$ cat config.mk
export PLATFORM = sky130hd
export DESIGN_NAME = uhp_uart
export DESIGN_NICKNAME = d
export VERILOG_FILES = /design/src/rtl/uhp_pkg.sv /design/src/rtl/uhp_sync.sv /design/src/rtl/uhp_uart.sv
export SDC_FILE = /design/constraint.sdc
export NUM_CORES = 1
export LEC_CHECK = 0
export ABC_AREA = 1
export BUFFER_PORTS_ARGS = -buffer_cell sky130_fd_sc_hd__buf_4
export CAP_MARGIN = 0
export CORE_UTILIZATION = 55
export CTS_CLUSTER_SIZE = 24
export DETAILED_ROUTE_END_ITERATION = 10
export PLACE_DENSITY_LB_ADDON = 0.2
export SLEW_MARGIN = 20
export SYNTH_ARGS = -nofsm -noshare
export SYNTH_HDL_FRONTEND = slang
export SYNTH_HIERARCHICAL = 1
export SYNTH_SLANG_ARGS = --single-unit
$ cat constraint.sdc
create_clock -name sys_clk_i -period 4.3 [get_ports sys_clk_i]
set_input_delay 0.645 -clock sys_clk_i [delete_from_list [all_inputs] [get_ports sys_clk_i]]
set_output_delay 0.645 -clock sys_clk_i [all_outputs]
set_load 0.01 [all_outputs]
$ cat src/rtl/uhp_pkg.sv
// Shared constants and state types for the host-port serial controller
`default_nettype none
package uhp_pkg;
	// Register addresses on the two address pins
	localparam logic [1:0] ADDR_DATA = 2'h0;
	localparam logic [1:0] ADDR_LINE = 2'h1;
	localparam logic [1:0] ADDR_HS = 2'h2;
	localparam logic [1:0] ADDR_RATE = 2'h3;
	// handshake_control fields
	localparam int HC_DTR = 0;
	localparam int HC_RTS = 1;
	localparam int HC_GIE = 2;
	localparam int HC_MIE = 3;
	localparam int HC_MODE = 4;
	localparam int HC_RXEN = 6;
	localparam logic [7:0] HC_WMASK = 8'h7f;
	localparam logic [7:0] HC_RESET = 8'h00;
	localparam logic [1:0] MODE_BREAK = 2'h1;
	localparam logic [1:0] MODE_ECHO = 2'h2;
	localparam logic [1:0] MODE_LOOP = 2'h3;
	// line_control fields, length code in bits 1:0
	localparam int LC_PAR_EN = 2;
	localparam int LC_EVEN = 3;
	// line_status bit positions
	localparam int LS_PE = 0;
	localparam int LS_FE = 1;
	localparam int LS_OE = 2;
	localparam int LS_BRK = 3;
	localparam int LS_MCHG = 4;
	localparam int LS_TC = 5;
	localparam int LS_TX_HOLDING_EMPTY = 6;
	localparam int LS_DR = 7;
	// handshake_status bit positions and rate_select clock-out select
	localparam int HS_CTS = 0;
	localparam int HS_DSR = 1;
	localparam int RS_CO_SEL = 7;
	// Sixteenth-bit tick positions: mid start bit and end of a bit
	localparam logic [3:0] MID_TICK = 4'h7;
	localparam logic [3:0] LAST_TICK = 4'hf;
	// Synchroniser vector layout and idle levels
	localparam int SYNC_W = 17;
	localparam logic [16:0] SYNC_INIT = 17'h0fc00;
	localparam int SY_OSC = 16;
	localparam int SY_SIN = 15;
	localparam int SY_DSR = 14;
	localparam int SY_CTS = 13;
	localparam int SY_CS = 12;
	localparam int SY_WR = 11;
	localparam int SY_RD = 10;
	localparam int SY_ADDR = 8;
	// State machines
	typedef enum logic [2:0] {
		TX_IDLE = 3'b000, TX_START = 3'b001, TX_DATA = 3'b010,
		TX_PAR = 3'b011, TX_STOP = 3'b100
	} uhp_tx_e;
	typedef enum logic [2:0] {
		RX_IDLE = 3'b000, RX_START = 3'b001, RX_DATA = 3'b010,
		RX_PAR = 3'b011, RX_STOP = 3'b100
	} uhp_rx_e;
endpackage : uhp_pkg
`default_nettype wire

$ cat src/rtl/uhp_sync.sv
// Two-stage synchroniser for a vector of asynchronous pins
`timescale 1ns/1ps
`default_nettype none
module uhp_sync #(
	parameter int W = 1,
	parameter logic [W-1:0] INIT = '0
) (
	// Clock and reset
	input wire logic clk_i,
	input wire logic rst_b_i,
	// Pins in, synchronised copies out
	input wire logic [W-1:0] async_i,
	output logic [W-1:0] sync_o
);
	logic [W-1:0] meta;
	logic [W-1:0] next_meta;
	logic [W-1:0] next_sync;

	// First stage feeds only the second stage
	always_comb begin
		next_meta = async_i;
		next_sync = meta;
	end

	always_ff @(posedge clk_i) begin
		if (!rst_b_i) begin
			meta <= INIT;
			sync_o <= INIT;
		end else begin
			meta <= next_meta;
			sync_o <= next_sync;
		end
	end
endmodule : uhp_sync
`default_nettype wire

$ cat src/rtl/uhp_uart.sv
// Byte-wide asynchronous serial controller: host port, handshake, tx and rx
`timescale 1ns/1ps
`default_nettype none
module uhp_uart (
	// Clock and reset
	input wire logic sys_clk_i,
	input wire logic rst_b_i,
	// Host bus
	input wire logic chip_select_n_i,
	input wire logic rd_n_i,
	input wire logic wr_n_i,
	input wire logic [1:0] addr_i,
	input wire logic [7:0] data_i,
	output logic [7:0] data_o,
	output logic data_oe_n_o,
	// Serial line and handshake
	input wire logic serial_in_i,
	output logic serial_out_o,
	input wire logic clear_to_send_n_i,
	input wire logic data_set_ready_n_i,
	output logic term_ready_n_o,
	output logic req_to_send_n_o,
	// Oscillator, clock out and request pins
	input wire logic osc_in_i,
	output logic clock_out_o,
	output logic tx_holding_empty_o,
	output logic rx_data_ready_o,
	output logic irq_out_o
);
	import uhp_pkg::*;

	////////////////////////////////////////////////////////////////////////////////
	// Synchronised pins
	logic [SYNC_W-1:0] sy;
	uhp_sync #(.W(SYNC_W), .INIT(SYNC_INIT)) u_sync (
		.clk_i(sys_clk_i),
		.rst_b_i(rst_b_i),
		.async_i({osc_in_i, serial_in_i, data_set_ready_n_i, clear_to_send_n_i,
			chip_select_n_i, wr_n_i, rd_n_i, addr_i, data_i}),
		.sync_o(sy)
	);
	logic cts_t, dsr_t, wr_act, rd_act, wr_go, rd_go;
	logic [1:0] addr_s;
	logic [7:0] din_s;
	assign cts_t = ~sy[SY_CTS];
	assign dsr_t = ~sy[SY_DSR];
	assign addr_s = sy[SY_ADDR+:2];
	assign din_s = sy[7:0];
	assign wr_act = ~sy[SY_CS] & ~sy[SY_WR];
	assign rd_act = ~sy[SY_CS] & ~sy[SY_RD];

	// Register state
	logic [7:0] thr, receive_holding, lcr, hcr, rsel;
	logic tx_holding_empty, tc, dr, pe, fe, oe, brk, mchg, prog, cts_q, dsr_q, wr_q, rd_q;
	logic [7:0] next_thr, next_rbr, next_lcr, next_hcr, next_rsel, next_dout;
	logic next_tx_holding_empty, next_tc, next_dr, next_pe, next_fe, next_oe, next_brk;
	logic next_mchg, next_prog;
	logic [1:0] mode;
	logic loop, echo, brkm;
	assign wr_go = wr_act & ~wr_q;
	assign rd_go = rd_act & ~rd_q;
	assign mode = hcr[HC_MODE+:2];
	assign loop = mode == MODE_LOOP;
	assign echo = mode == MODE_ECHO;
	assign brkm = mode == MODE_BREAK;

	// Character format shared by both directions
	logic [2:0] last_bit;
	logic [7:0] len_mask;
	assign last_bit = 3'h4 + {1'b0, lcr[1:0]};
	assign len_mask = 8'hff >> (2'h3 - lcr[1:0]);

	////////////////////////////////////////////////////////////////////////////////
	// Rate divider: counts oscillator edges, toggles the 16x clock
	logic osc_q, bclk, next_bclk, next_clko, osc_rise, tick;
	logic [6:0] div, next_div;
	assign osc_rise = sy[SY_OSC] & ~osc_q;
	assign tick = prog & osc_rise & (div == rsel[6:0]) & ~bclk;

	// Held at zero until programmed so no tick is issued while idle
	always_comb begin
		next_div = div;
		next_bclk = bclk;
		next_clko = rsel[RS_CO_SEL] ? bclk : sy[SY_OSC];
		if (!prog) begin
			next_div = 7'h0;
			next_bclk = 1'b0;
		end else if (osc_rise) begin
			if (div == rsel[6:0]) begin
				next_div = 7'h0;
				next_bclk = ~bclk;
			end else begin
				next_div = div + 7'h1;
			end
		end
	end

	always_ff @(posedge sys_clk_i) begin
		osc_q <= sy[SY_OSC];
		if (!rst_b_i) begin
			div <= 7'h0;
			bclk <= 1'b0;
			clock_out_o <= 1'b0;
		end else begin
			div <= next_div;
			bclk <= next_bclk;
			clock_out_o <= next_clko;
		end
	end

	////////////////////////////////////////////////////////////////////////////////
	// Transmitter
	uhp_tx_e txs, next_txs;
	logic [3:0] txcnt, next_txcnt;
	logic [2:0] txbit, next_txbit;
	logic [7:0] txsh, next_txsh;
	logic txpar, next_txpar, txline, next_txline, next_sout, tx_load;

	always_comb begin
		next_txs = txs;
		next_txcnt = txcnt;
		next_txbit = txbit;
		next_txsh = txsh;
		next_txpar = txpar;
		next_txline = txline;
		tx_load = 1'b0;
		unique case (txs)
			TX_IDLE: begin
				next_txline = 1'b1;
				// Echo disables the holding path; loop bypasses cts
				if (!tx_holding_empty && (cts_t || loop) && !echo) begin
					tx_load = 1'b1;
					next_txsh = brkm ? 8'h00 : thr;
					next_txpar = ~brkm & (^(thr & len_mask) ^ ~lcr[LC_EVEN]);
					next_txcnt = 4'h0;
					next_txs = TX_START;
					next_txline = 1'b0;
				end
			end
			// Once started, a character always runs to its stop bit
			TX_START, TX_DATA, TX_PAR, TX_STOP: if (tick) begin
				next_txcnt = txcnt + 4'h1;
				if (txcnt == LAST_TICK) begin
					unique case (txs)
						TX_START: begin
							next_txs = TX_DATA;
							next_txbit = 3'h0;
							next_txline = txsh[0];
						end
						TX_DATA: begin
							if (txbit == last_bit) begin
								next_txs = lcr[LC_PAR_EN] ? TX_PAR : TX_STOP;
								next_txline = lcr[LC_PAR_EN] ? txpar : ~brkm;
							end else begin
								next_txbit = txbit + 3'h1;
								next_txsh = {1'b0, txsh[7:1]};
								next_txline = txsh[1];
							end
						end
						TX_PAR: begin
							next_txs = TX_STOP;
							next_txline = ~brkm;
						end
						default: begin
							next_txs = TX_IDLE;
							next_txline = 1'b1;
						end
					endcase
				end
			end
			default: next_txs = TX_IDLE;
		endcase
		// Echo passes the line through raw, parity included
		if (echo) begin
			next_sout = sy[SY_SIN];
		end else begin
			next_sout = loop | txline;
		end
	end

	always_ff @(posedge sys_clk_i) begin
		if (!rst_b_i) begin
			txs <= TX_IDLE;
			txcnt <= 4'h0;
			txbit <= 3'h0;
			txsh <= 8'h00;
			txpar <= 1'b0;
			txline <= 1'b1;
			serial_out_o <= 1'b1;
		end else begin
			txs <= next_txs;
			txcnt <= next_txcnt;
			txbit <= next_txbit;
			txsh <= next_txsh;
			txpar <= next_txpar;
			txline <= next_txline;
			serial_out_o <= next_sout;
		end
	end

	////////////////////////////////////////////////////////////////////////////////
	// Receiver
	uhp_rx_e rxs, next_rxs;
	logic [3:0] rxcnt, next_rxcnt;
	logic [2:0] rxbit, next_rxbit;
	logic [7:0] rxsh, next_rxsh;
	logic rxpar, next_rxpar, rx_in, rx_done;

	// Loop feeds the receiver from the transmitter, never from the pin
	assign rx_in = ~hcr[HC_RXEN] | (loop ? txline : sy[SY_SIN]);

	always_comb begin
		next_rxs = rxs;
		next_rxcnt = rxcnt;
		next_rxbit = rxbit;
		next_rxsh = rxsh;
		next_rxpar = rxpar;
		rx_done = 1'b0;
		unique case (rxs)
			RX_IDLE: if (!rx_in && prog) begin
				next_rxs = RX_START;
				next_rxcnt = 4'h0;
			end
			// Start bit rechecked at mid bit to reject glitches
			RX_START: if (tick) begin
				next_rxcnt = rxcnt + 4'h1;
				if (rxcnt == MID_TICK) begin
					next_rxs = rx_in ? RX_IDLE : RX_DATA;
					next_rxcnt = 4'h0;
					next_rxbit = 3'h0;
					next_rxsh = 8'h00;
					next_rxpar = 1'b0;
				end
			end
			RX_DATA, RX_PAR, RX_STOP: if (tick) begin
				next_rxcnt = rxcnt + 4'h1;
				if (rxcnt == LAST_TICK) begin
					unique case (rxs)
						RX_DATA: begin
							next_rxsh[rxbit] = rx_in;
							next_rxbit = rxbit + 3'h1;
							if (rxbit == last_bit) begin
								next_rxs = lcr[LC_PAR_EN] ? RX_PAR : RX_STOP;
							end
						end
						RX_PAR: begin
							next_rxpar = rx_in;
							next_rxs = RX_STOP;
						end
						default: begin
							rx_done = 1'b1;
							next_rxs = RX_IDLE;
						end
					endcase
				end
			end
			default: next_rxs = RX_IDLE;
		endcase
	end

	always_ff @(posedge sys_clk_i) begin
		if (!rst_b_i) begin
			rxs <= RX_IDLE;
			rxcnt <= 4'h0;
			rxbit <= 3'h0;
			rxsh <= 8'h00;
			rxpar <= 1'b0;
		end else begin
			rxs <= next_rxs;
			rxcnt <= next_rxcnt;
			rxbit <= next_rxbit;
			rxsh <= next_rxsh;
			rxpar <= next_rxpar;
		end
	end

	////////////////////////////////////////////////////////////////////////////////
	// Host registers, status flags and request pins
	logic wr_data, rd_data, rd_hs, cts_chg, dsr_chg, next_irq;
	assign wr_data = wr_go & (addr_s == ADDR_DATA);
	assign rd_data = rd_go & (addr_s == ADDR_DATA);
	assign rd_hs = rd_go & (addr_s == ADDR_RATE);
	assign cts_chg = cts_t != cts_q;
	assign dsr_chg = dsr_t != dsr_q;

	always_comb begin
		next_thr = thr;
		next_rbr = receive_holding;
		next_lcr = lcr;
		next_hcr = hcr;
		next_rsel = rsel;
		next_prog = prog;
		next_pe = pe;
		next_fe = fe;
		next_oe = oe;
		next_brk = brk;
		next_dout = data_o;
		// Writes decoded by address
		if (wr_go) begin
			unique case (addr_s)
				ADDR_DATA: next_thr = din_s;
				ADDR_LINE: next_lcr = din_s;
				ADDR_HS: begin
					next_hcr = din_s & HC_WMASK;
					next_prog = 1'b1;
				end
				ADDR_RATE: next_rsel = din_s;
			endcase
		end
		// Reads latch at the strobe's leading edge
		if (rd_go) begin
			unique case (addr_s)
				ADDR_DATA: next_dout = receive_holding;
				ADDR_LINE: next_dout = {dr, tx_holding_empty, tc, mchg, brk, oe, fe, pe};
				ADDR_HS: next_dout = hcr;
				ADDR_RATE: next_dout = {6'h00, dsr_t, cts_t};
			endcase
		end
		// Holding handoff sets empty; a host write in the same cycle wins
		next_tx_holding_empty = (tx_holding_empty | tx_load) & ~wr_data;
		next_tc = next_tx_holding_empty & (txs == TX_IDLE) & ~tx_load;
		// Set wins over the read that clears
		next_mchg = cts_chg | dsr_chg | (mchg & ~rd_hs);
		next_dr = dr & ~rd_data;
		if (rx_done) begin
			next_oe = next_dr;
			next_fe = ~rx_in;
			next_pe = lcr[LC_PAR_EN] & (^rxsh ^ rxpar ^ ~lcr[LC_EVEN]);
			next_brk = ~rx_in & (rxsh == 8'h00) & ~rxpar;
			if (!next_dr) begin
				next_rbr = rxsh;
				next_dr = 1'b1;
			end
		end
		next_irq = hcr[HC_GIE] & (tc | (hcr[HC_MIE] & mchg));
	end

	always_ff @(posedge sys_clk_i) begin
		thr <= next_thr;
		receive_holding <= next_rbr;
		lcr <= next_lcr;
		rsel[6:0] <= next_rsel[6:0];
		cts_q <= cts_t;
		dsr_q <= dsr_t;
		data_o <= next_dout;
		if (!rst_b_i) begin
			hcr <= HC_RESET;
			rsel[RS_CO_SEL] <= 1'b0;
			prog <= 1'b0;
			tx_holding_empty <= 1'b1;
			tc <= 1'b1;
			dr <= 1'b0;
			pe <= 1'b0;
			fe <= 1'b0;
			oe <= 1'b0;
			brk <= 1'b0;
			mchg <= 1'b0;
			wr_q <= 1'b0;
			rd_q <= 1'b0;
			data_oe_n_o <= 1'b1;
			term_ready_n_o <= 1'b1;
			req_to_send_n_o <= 1'b1;
			tx_holding_empty_o <= 1'b1;
			rx_data_ready_o <= 1'b0;
			irq_out_o <= 1'b0;
		end else begin
			hcr <= next_hcr;
			rsel[RS_CO_SEL] <= next_rsel[RS_CO_SEL];
			prog <= next_prog;
			tx_holding_empty <= next_tx_holding_empty;
			tc <= next_tc;
			dr <= next_dr;
			pe <= next_pe;
			fe <= next_fe;
			oe <= next_oe;
			brk <= next_brk;
			mchg <= next_mchg;
			wr_q <= wr_act;
			rd_q <= rd_act;
			data_oe_n_o <= ~rd_act;
			term_ready_n_o <= ~next_hcr[HC_DTR];
			req_to_send_n_o <= ~next_hcr[HC_RTS];
			tx_holding_empty_o <= next_tx_holding_empty;
			rx_data_ready_o <= next_dr;
			irq_out_o <= next_irq;
		end
	end
endmodule : uhp_uart
`default_nettype wire

[Word-level counts from Yosys, hierarchy flattened]
Cells that the tools add are included.
Storage, ports and cells
  register bits after elaboration: 144
  bits in latches: 0
  bits in writable memories: 0
  ROM bits: 0
  output and inout bits: 16
  logic and storage cells: 257
  memories: 0
Cells by class
  add/subtract/negate cells: 7
  $mul: 0
  div/mod/pow operators: 0
  magnitude comparators: 2
  eq/ne operators: 37
  shift-type cells: 1
  muxes and demuxes: 75
  bitwise logic cells: 54
  reductions and logical operators: 38
Operator list (count)
  2-to-1 mux 8 bit: 11
  2-to-1 mux 3 bit: 17
  case mux 8 bit (2 select lines): 2
  case mux 8 bit (4 select lines): 1
  inequality test 2 bit (second input constant): 13
  2-to-1 mux 4 bit: 6
  case mux 3 bit (2 select lines): 4
  AND reduction 6 bit: 4
  bitwise AND 1 bit: 22
  inverter 1 bit: 22
  2-to-1 mux 1 bit: 21
  case mux 3 bit (3 select lines): 2
  AND reduction 2 bit: 8
  parity 8 bit: 2
  == test 3 x 2 -> 1 bit (second input constant): 4
  case mux 4 bit (3 select lines): 1
  adder 4 x 1 -> 4 bit (second input constant): 2
  bitwise AND 8 bit: 1
  bitwise mux 8 bit: 1
  == test 2 bit (second input constant): 4
  == test 4 bit (second input constant): 2
  logical NOT 8 bit: 1
  case mux 4 bit (2 select lines): 1
  AND reduction 4 bit: 2
  34 further kinds: 60

[Depth between registers and ports, before layout]
Gate-level depths: netlist of the first run.
  word-level depth: 10
  gate-level depth with buffers: 13
  depth with buffers taken out: 12

[By module]
Netlist of the first run, hierarchy kept.
By module, submodules not included
  uhp_uart: times used 1, cells an instance 687, area an instance 5400.2 um^2
  uhp_sync: times used 1, cells an instance 106, area an instance 1009.7 um^2

[Worst setup path before layout of the first run]
No wires, ideal clock.
  path type: register to register
  start point: register u_sync.sync_o[12]
  end point: register receive_holding[0] (enable)
  arrival: 1.598 ns
  setup slack: 2.332 ns
  cell stages (with the launch flop): 8
  path buffers: 0
  period minus slack after synthesis: 1.968 ns
  cell sequence: dfxtp_1 nor2_1 inv_1 nor2_1 inv_1 o21ai_0 inv_1 nor2_1
Between the ends
  cells in the longest elaborated chain, start to end: 8
Ends and longest elaborated chain
  start, declared: RTL line uhp_sync.sv:13  | output logic [W-1:0] sync_o
  start signal, assigned: RTL line uhp_sync.sv:31  | sync_o <= next_sync;
  inverter 1 bit: RTL line uhp_uart.sv:50  | assign rd_act = ~sy[SY_CS] & ~sy[SY_RD];
  bitwise AND 1 bit: RTL line uhp_uart.sv:50
  bitwise AND 1 bit: RTL line uhp_uart.sv:61  | assign rd_go = rd_act & ~rd_q;
  via rd_go: RTL line uhp_uart.sv:42  | logic cts_t, dsr_t, wr_act, rd_act, wr_go, rd_go;
  bitwise AND 1 bit: RTL line uhp_uart.sv:281  | assign rd_data = rd_go & (addr_s == ADDR_DATA);
  inverter 1 bit: RTL line uhp_uart.sv:324  | next_dr = dr & ~rd_data;
  bitwise AND 1 bit: RTL line uhp_uart.sv:324
  inverter 1 bit (no source line)
  AND reduction 2 bit (no source line)
  end signal, assigned: RTL line uhp_uart.sv:340  | receive_holding <= next_rbr;
  end, declared: RTL line uhp_uart.sv:53  | logic [7:0] thr, receive_holding, lcr, hcr, rsel;
The timed path passes the listed nets, and every way through them passes these cells.
A chain may end at the register's enable or synchronous reset.

[Worst setup path in the final report of the first run]
  start point: register u_sync.sync_o[16]
  end point: register receive_holding[1] (enable)
Between the ends
  cells in the longest elaborated chain, start to end: 7
Ends and longest elaborated chain
  bitwise AND 1 bit: RTL line uhp_uart.sv:77  | assign osc_rise = sy[SY_OSC] & ~osc_q;
  bitwise AND 1 bit (3 in series): RTL line uhp_uart.sv:78  | assign tick = prog & osc_rise & (div == rsel[6:0]) & ~bclk;
  2-to-1 mux 1 bit: RTL line uhp_uart.sv:235  | RX_DATA, RX_PAR, RX_STOP: if (tick) begin
  2-to-1 mux 1 bit: RTL line uhp_uart.sv:219  | unique case (rxs)
  AND reduction 2 bit (no source line)
No other way between the ends.

==> results of run 1 <==
==> flip-flops by register name, indices dropped and copies added, names as in the netlist, 3 cells and up <==
| signal | count |
|---|---|
| hcr | 7 |
| txbit | 3 |
| receive_holding | 8 |
| rxcnt | 4 |
| rxbit | 3 |
| lcr | 4 |
| rxs | 3 |
| u_sync/sync_o | 17 |
| txcnt | 4 |
| txsh | 8 |
| div | 7 |
| rsel | 8 |
| u_sync/meta | 17 |
| thr | 8 |
| rxsh | 8 |
| data_o | 8 |
| txs | 3 |
==> worst paths after layout <==
kind	startpoint	end	slack [ns]
max	u_sync/sync_o[16]	receive_holding[1]	2.05
min	u_sync/sync_o[16]	osc_q	0.37
max reg2reg	u_sync/sync_o[16]	receive_holding[1]	2.05
min reg2reg	u_sync/sync_o[16]	osc_q	0.37
==> cells by family after synthesis <==
family | Yosys count
fa+ha+maj | 9
compound gates | 101
flops | 144
xor+xnor | 21
buf+inv | 154
simple gates | 364
==> metal layers <==
metal | track usage [%] | vias to the layer above | part of all wire, %
li1 | - | 2619 | -
met1 | 30.40 | 2416 | 43
met2 | 41.96 | 158 | 50
met3 | 7.647 | 28 | 5.7
met4 | 10.10 | 0 | 2.2
met5 | 0 | - | 0
==> where the power goes <==
group          leakage [uW]  internal, uW  switching (uW)
combinational       0.00161           244             587
sequential          0.00125          1450            55.2
clock              0.000282           814             580
==> synth_stat cells, drive strengths merged <==
cell     count
nor3        18
clkinv       3
nor2        79
dfxtp      109
a22oi        7
o221ai       2
edfxtp      35
o21a         2
ha           9
nor4         1
a211oi       3
nor3b        2
clkbuf      10
buf         11
o2111ai      2
nand4       25
xnor2        8
o211ai       3
a21o         1
o21ai       33
nand2      196
a21oi       42
a22o         1
a31oi        1
o22ai        4
inv        130
nand3       43
xor2        13
==> worst max-delay path, delay by kind of cell, from the launching register on <==
| kind | cells | cell delay (ns) |
|---|---|---|
| DFF | 1 | 0.34 |
| and+or+nand+nor | 7 | 1.36 |
| buffers and inverters | 1 | 0.18 |
==> area by class of cell <==
cell class	instances	area [sq um]
fillers	956	4081
flip-flops and latches	144	3233
multi-input cells	495	2526
inverters	133	499.2
clock buffers	20	479.2
repair buffers	37	277.8
well taps	143	178.9
clock inverters	12	93.84
==> metrics by stage <==
step / worst slack [ns] / std cells / cell area (sq um)
after floorplan: 2.332 / 793 / 6410
after global placement: 2.096 / 952 / 6715
after detailed placement: 2.042 / 952 / 6715
after CTS: 2.046 / 984 / 7288
after global routing: 1.777 / 984 / 7288
final: 2.045 / 984 / 7288
==> results.cfg, run 1 <==
[status]
status = finished, violations left
violations = DRC

[sta]
slew_headroom_pct = 52.95
worstMarginPinSlew_ns = 0.7032
hold_ws_ns = 0.3692
max_clock_freq_ghz = 0.4435
fin_crit_sh_pct = 52.44
fin_crit_ns = 2.255
setup_viol_count_final = 0
rsz0062_at_grt = false
skew_ns = 0.01008
finalMaxSlewViolations = 0
finalHoldViolCount = 0
tns_ns = 0

[worst_setup_path]
path_class = reg -> reg
cp-end-kind = flip-flop
crit_arrival_ns = 2.32
start_kind = flip-flop
reg2reg_depth = 8
path_max_fanout = 8
crit_required_ns = 4.36
path_cells = nand2_1 > nor2_2 > nand2_2 > nor2_4 > nand3_4 > inv_1 > nand3_4 > nor2_1
critical-path-slowest-cell = nor2_1
cp_common_cell = nand3_4
critPathMaxStageDelay_ns = 0.50

[grt]
grt_first_pass_wirelength_um = 22640
grt_pass1_vias = 4905
grt_max_degree = 64
grt-ovfl-total = 0
grtUsageTotal_pct = 25.22
antenna_found_initial = 0

[min_path]
min_path_cells = 0
hold_path_class = reg -> reg

[floorplan]
io_pins = 35
die_y_um = 110.0
core_area_sq_mm = 0.01137
die_x_um = 110.0
initial_core_util_pct = 56.38
die_area_sq_mm = 0.01209
core.rowCount = 39

[route]
detail-route-antenna-nets = 0
drt_iter0_drc = 381
via_count = 5221
drt_wl_total_um = 13860
wl_per_cell_um = 14.08
drc = 2
dr.pass1.iters = 9
viasPerCell = 5.306

[clock_network]
clock_sinks = 144
clk_path_buf_depth = 2
cts_setup_buffers = 0
cts_hold_buf = 0
cts_resized = 0
tritoncts = yes
htreeDepth = 4
cts_root_buf = clkbuf_16
clkLatencyLatePin_ns = 0.43
cts_buffers = 17
path_clk_slew_ns = 0.06

[cells_and_area]
final_common_cell = nand2_1
final_cell_mix = nand2_1, inv_1, dfxtp_1
n_antenna_cell = 0
final_nets = 856
area_delta_synth_final_pct = 13.70
final_util_pct = 64.10
drive_gt1_share_pct = 13.32

[synthesis]
netlist_area_sq_mm = 0.006410
synth_area_leaders = dfxtp_1, edfxtp_1, nand2_1
synth_fa_ha_area_share_pct = 1.757
synth-xor-area-share_pct = 2.869
yosys.area_share.simple_pct = 25.65
synth.top_cell.area_share_pct = 34.04
synth_seq_area_share_pct = 50.44
synthCells = 793
synthMuxAreaShare_pct = 0
ys_ff_latch = 144
synth-compound-area-share_pct = 9.135
synth_cell_type_count = 42
post_synth.cell_area_avg_sq_um = 8.083
synthesis.nets = 821
synth_top_family_by_area = simple AND/OR/NAND/NOR gates
synth.largest_area_cell = dfxtp_1
yosys_warnings = 6

[placed_design]
place_congestion = 0.8375
dp.final_hpwl_um = 9706
port_buffers = 34

[power_and_ir_drop]
power.leakage_uw = 0.003134
p_per_area_mw_per_mm2 = 511.8
total_power_uw = 3730
ir_drop_mv = 0.3663

[run]
maxCapViolCount = 0
Note: power is estimated with default switching activity, not from simulation.
==> inputs of run 2 (changes only) <==
--- a/config.mk
+++ b/config.mk
@@ -5,10 +5,10 @@
 export SDC_FILE = /design/constraint.sdc
 export NUM_CORES = 1
 export LEC_CHECK = 0
-export ABC_AREA = 1
+export ABC_AREA = 0
 export BUFFER_PORTS_ARGS = -buffer_cell sky130_fd_sc_hd__buf_4
 export CAP_MARGIN = 0
-export CORE_UTILIZATION = 55
+export CORE_UTILIZATION = 54
 export CTS_CLUSTER_SIZE = 24
 export DETAILED_ROUTE_END_ITERATION = 10
 export PLACE_DENSITY_LB_ADDON = 0.2
==> constraint.sdc (replaced) <==
create_clock -name sys_clk_i -period 1.9 [get_ports sys_clk_i]
set_input_delay 0.285 -clock sys_clk_i [delete_from_list [all_inputs] [get_ports sys_clk_i]]
set_output_delay 0.285 -clock sys_clk_i [all_outputs]
set_load 0.01 [all_outputs]
==> results.cfg, run 2 <==
[synthesis]
synth.largest_area_cell = dfxtp_1
synth.top_cell.area_share_pct = 36.09
synthesis.nets = 636
synth_fa_ha_area_share_pct = 1.862
synth_enable_flop_cells = 35
synthCells = 608
async_reset_ff_share_pct = 0
yosysMostFrequentCell = dfxtp_1
yosys.area_share.simple_pct = 18.52
yosys_warnings = 6
synth-xor-area-share_pct = 5.359
synth-compound-area-share_pct = 12.15
synthMuxAreaShare_pct = 4.573
synth_top_family_by_area = simple AND/OR/NAND/NOR gates
synth_seq_area_share_pct = 53.47
synth_cell_type_count = 60
ys_ff_latch = 144
synth_common_cells = dfxtp_1, nor2_1, nand2_1
netlist_area_sq_mm = 0.006047
synthFlopType = dfxtp_1
synth_area_leaders = dfxtp_1, edfxtp_1, xnor2_1
post_synth.cell_area_avg_sq_um = 9.946

[run]
maxCapViolCount = 0

[sta]
worstMarginPinSlew_ns = 0.6362
skew_ns = 0.01753
slew_headroom_pct = 57.48
max_clock_freq_ghz = 0.5148
setup_viol_count_final = 11
fin_ws_ns = -0.04234
finalHoldViolCount = 0
tns_ns = -0.2272
fin_crit_ns = 1.942
fin_crit_sh_pct = 102.2
rsz0062_at_grt = true
finalMaxSlewViolations = 0

[worst_setup_path]
cp_common_cell = buf_4
critical-path-slowest-cell = edfxtp_1
path_cells = xnor2_2 > and4_4 > buf_4 > nand4_1 > buf_4 > nor4_2 > o21a_1
path_class = reg -> reg
cp-end-kind = flip-flop
crit_required_ns = 2.37
crit_arrival_ns = 2.41
critPathMaxStageDelay_ns = 0.41
start_kind = flip-flop
path_max_fanout = 4

[clock_network]
clk_path_buf_depth = 2
clkLatencyLatePin_ns = 0.53
cts_buffers = 17
path_clk_slew_ns = 0.07
cts_root_buf = clkbuf_8
clock_sinks = 144
tritoncts = yes
htreeDepth = 4

[power_and_ir_drop]
p_per_area_mw_per_mm2 = 864.8
ir_drop_mv = 0.6120
power.leakage_uw = 0.003061

[floorplan]
core_area_sq_mm = 0.01089
die_area_sq_mm = 0.01163
core.rowCount = 38
io_pins = 35
die_x_um = 107.8
die_y_um = 107.8
initial_core_util_pct = 55.54

[status]
violations = setup timing
status = finished, violations left

[placed_design]
dp_cells = 806
dp.final_hpwl_um = 9480
place_congestion = 0.8334
dpl_worst_slack_ns = -0.1669
port_buffers = 34

[cells_and_area]
area_delta_synth_final_pct = 29.59
final_util_pct = 71.97
final_cell_mix = dfxtp_1, buf_4, nor2_1
drive_gt1_share_pct = 24.97
fillers = 739
n_antenna_cell = 0
final_common_cell = dfxtp_1
final_nets = 740
final_cells = 865
top_regs = u_sync/meta (17), u_sync/sync_o (17)

[grt]
grtUsageTotal_pct = 26.16
grt_max_degree = 31
grt-ovfl-total = 0
grt_pass1_vias = 4612
antenna_found_initial = 0
grt_first_pass_wirelength_um = 22770

[route]
dr.pass1.iters = 5
viasPerCell = 5.566
drt_wl_total_um = 14550
detail-route-antenna-nets = 0
wl_per_cell_um = 16.83
drt_iter0_drc = 496
via_count = 4815
drc = 0

[min_path]
hold_path_class = in -> reg
run 2: cell types whose count changed after synthesis, moves of 9 or more:
cell / change
inv_2: -13
nand2_1: -133
nor3_1: -11
xnor2_1: +19
a21oi_1: -9
and2_1: +25
nand4_1: -15
nand2_2: -17
clkbuf_1: +10
nand3_1: -24
nand2b_1: +15
inv_1: -90
mux2i_1: +22
nor2_1: -11
run 2: layer usage:
| layer | vias to the layer above | GRT usage [%] | part of all wire [%] |
|---|---|---|---|
| met5 | - | 0 | 0 |
| met4 | 0 | 11.35 | 1.6 |
| met3 | 24 | 5.569 | 5.9 |
| met2 | 181 | 41.85 | 49 |
| met1 | 2268 | 34.14 | 43 |
| li1 | 2342 | - | - |
run 2: cell type report:
| type | count | area (sq um) | share of cell area (%) |
|---|---|---|---|
| Multi-Input combinational cell | 406 | 2764 | 35.27 |
| Clock inverter | 14 | 135.1 | 1.724 |
| Clock buffer | 18 | 439.2 | 5.604 |
| Inverter | 27 | 101.3 | 1.293 |
| Sequential cell | 144 | 3236 | 41.29 |
| Tap cell | 140 | 175.2 | 2.235 |
| Timing Repair Buffer | 116 | 985.9 | 12.58 |
run 2: stage by stage:
| step | total power [uW] | hold slack, ns | instance area (sq um) |
|---|---|---|---|
| global placement | 3572 | 0.3889 | 6773 |
| CTS | 6793 | 0.05610 | 7595 |
| detailed placement | 3582 | 0.3925 | 6773 |
| floorplan | 3469 | 0.3428 | 6050 |
| global route | 6984 | 0.1022 | 7836 |
| finish | 6777 | 0.09684 | 7836 |
run 2: power breakdown:
group / switching [uW] / internal, uW / total [uW]
sequential: 38.4 / 3190 / 3220
clock: 1460 / 1750 / 3210
combinational: 179 / 160 / 339
total: 1680 / 5100 / 6780
run 2: kinds of logic after synthesis:
kind of cell,Yosys count
AND/OR/NAND/NOR,218
buffers and inverters,58
flip-flops,144
multiplexers,25
AO/OA/AOI/OAI,117
XOR/XNOR,37
adder cells (fa/ha/maj),9
run 2: path summary, 6_finish.rpt:
check / start / to / slack [ns] / cells after the start
hold reg to reg: u_sync/meta[12] / u_sync/sync_o[12] / 0.41 / 1
setup reg to reg: rsel[1] / txbit[2] / -0.04 / 7
setup / recovery: rsel[1] / txbit[2] / -0.04 / 7
hold / removal: rst_b_i / txline / 0.1 / 2
run 2: repair_timing:
action / 4_1_cts / 5_1_grt
gates cloned: 0 / 1
hold endpoints to repair: 17 / 0
endpoints found under the setup margin: 36 / 48
pin swaps: 9 / 37
buffers inserted: 4 / 5
hold buffers: 17 / 0
resized for setup: 9 / 52
run 2: critical path: cells and delay by family (launching register included):
kind	cells	cell delay, ns
AO/OA/AOI/OAI	1	0.17
AND/OR/NAND/NOR	3	0.73
buffers and inverters	2	0.35
XOR/XNOR	1	0.22
flip-flops	1	0.41
==> inputs of run 3 (changes only) <==
--- a/config.mk
+++ b/config.mk
@@ -8,7 +8,9 @@
 export ABC_AREA = 0
 export BUFFER_PORTS_ARGS = -buffer_cell sky130_fd_sc_hd__buf_4
 export CAP_MARGIN = 0
-export CORE_UTILIZATION = 54
+export CELL_PAD_IN_SITES_DETAIL_PLACEMENT = 1
+export CELL_PAD_IN_SITES_GLOBAL_PLACEMENT = 2
+export CORE_UTILIZATION = 35
 export CTS_CLUSTER_SIZE = 24
 export DETAILED_ROUTE_END_ITERATION = 10
 export PLACE_DENSITY_LB_ADDON = 0.2
==> results.cfg, run 3 (same netlist as run 2, synthesis figures left out) <==
[power_and_ir_drop]
power.leakage_uw = 0.003010
swShare_pct = 25.78
clkPwrFrac_pct = 48.6
p_per_area_mw_per_mm2 = 884.8
p_int_uw = 5128
total_power_uw = 6909
power_switching_uw = 1781
seq_power_share_pct = 46.6
comb_power_share_pct = 4.7
ir_drop_mv = 0.5979

[clock_network]
clk_path_buf_depth = 2
htreeDepth = 4
clkLatencyLatePin_ns = 0.42
cts_hold_buf = 0
path_clk_slew_ns = 0.07
cts_root_buf = clkbuf_16
cts_buffers = 17
tritoncts = yes
clock_sinks = 144

[floorplan]
die_y_um = 133.4
core.rowCount = 47
core_area_sq_mm = 0.01670
die_area_sq_mm = 0.01781
io_pins = 35
initial_core_util_pct = 36.21
die_x_um = 133.4

[cells_and_area]
drive_gt1_share_pct = 24.48
final_util_pct = 46.76
multiInputGateArea_sq_mm = 0.002709
final_cell_mix = dfxtp_1, buf_4, nor2_1
final_nets = 730
register_area_sq_mm = 0.003237
top_regs = u_sync/meta (17), u_sync/sync_o (17)
area_delta_synth_final_pct = 29.13
fillers = 1843
final_common_cell = dfxtp_1
n_antenna_cell = 0

[route]
viasPerCell = 5.037
drc = 0
detail-route-antenna-nets = 0
dr.pass1.iters = 4
wl_per_cell_um = 17.54
drt_iter0_drc = 203
drt_wl_total_um = 16400
via_count = 4710

[sta]
fin_crit_sh_pct = 103.1
fin_crit_ns = 1.959
slew_headroom_pct = 68.68
rsz0062_at_grt = true
fin_ws_ns = -0.05941
worstMarginPinSlew_ns = 0.4681
finalMaxSlewViolations = 0
max_clock_freq_ghz = 0.5104
finalHoldViolCount = 0
skew_ns = 0.01102
setup_viol_count_final = 4

[worst_setup_path]
cp-end-kind = flip-flop
crit_arrival_ns = 2.30
path_class = reg -> reg
crit_required_ns = 2.24
start_kind = flip-flop
path_max_fanout = 3

[placed_design]
port_buffers = 34
place_congestion = 0.8141
dp.final_hpwl_um = 11780

[grt]
grt_pass1_vias = 4960
antenna_found_initial = 0
grtUsageTotal_pct = 19.17
grt_first_pass_wirelength_um = 26120
grt-ovfl-total = 0
grt_max_degree = 49

[min_path]
hold_path_class = in -> reg

[status]
violations = setup timing
status = finished, violations left

[run]
maxCapViolCount = 0
## run 3: cell count changes in the layout (fill, tap and decap cells not counted), sizes merged
cell         change
buf              +7
clkbuf           -1
clkinv           +5
clkinvlp         -1
dlygate4sd3     -17
inv              -3
## run 3: path summary, 6_finish.rpt
check	to	slack [ns]	from	depth (start not counted)
worst max-delay path	brk	-0.06	rsel[2]	7
worst min-delay path	u_sync/meta[11]	0.03	wr_n_i	2
worst max register to register	brk	-0.06	rsel[2]	7
worst min register to register	u_sync/sync_o[13]	0.41	u_sync/meta[13]	1
## run 3: area by class of cell
cell class | count | share of cell area (%)
inverters | 27 | 1.298
clock inverters | 15 | 2.419
multi-input cells | 406 | 34.69
clock buffers | 17 | 5.448
well taps | 220 | 3.525
flip-flops and latches | 144 | 41.45
repair buffers | 106 | 11.17
## run 3: power by group through the flow
stage          clock network [uW]  logic (uW)  registers (uW)
2_1_floorplan                   0         194            3280
3_3_place_gp                    0         314            3290
3_5_place_dp                    0         323            3290
4_1_cts                      3460         327            3220
5_1_grt                      3580         360            3230
6_report                     3360         325            3220
## run 3: metal layers
layer	GRT usage, %	wire (um)	up-vias
met2	32.75	8252	56
li1	-	-	2325
met3	4.262	389	6
met5	0	0	-
met1	24.24	7634	2323
met4	5.366	125	0
## run 3: metrics by stage
| step | TNS [ns] | setup slack [ns] | instances | hold slack, ns | area (sq um) |
|---|---|---|---|---|---|
| 3_5_place_dp | -2.785 | -0.1700 | 894 | 0.3954 | 6933 |
| 3_3_place_gp | -0.1687 | -0.02558 | 894 | 0.3911 | 6933 |
| 5_1_grt | -2.192 | -0.1645 | 935 | 0.02153 | 7809 |
| 2_1_floorplan | 0 | 0.0007426 | 608 | 0.3428 | 6050 |
| 6_report | -0.09552 | -0.05941 | 935 | 0.03350 | 7809 |
| 4_1_cts | -0.1561 | -0.04116 | 931 | 0.01251 | 7631 |
## run 3: what timing repair did
action                                  CTS  global route
buffers inserted                          5             4
gates cloned                              0             1
endpoints found under the setup margin   36            44
pin swaps                                 5            26
gates resized for setup                  14            38
## run 3: critical path, stage by stage (launching register included)
cell and delay, ns:
edfxtp_1 0.42, xnor2_2 0.17, and4_4 0.26, and3_4 0.22
buf_6 0.10, nand4_4 0.07, or4_1 0.45, a21oi_1 0.19
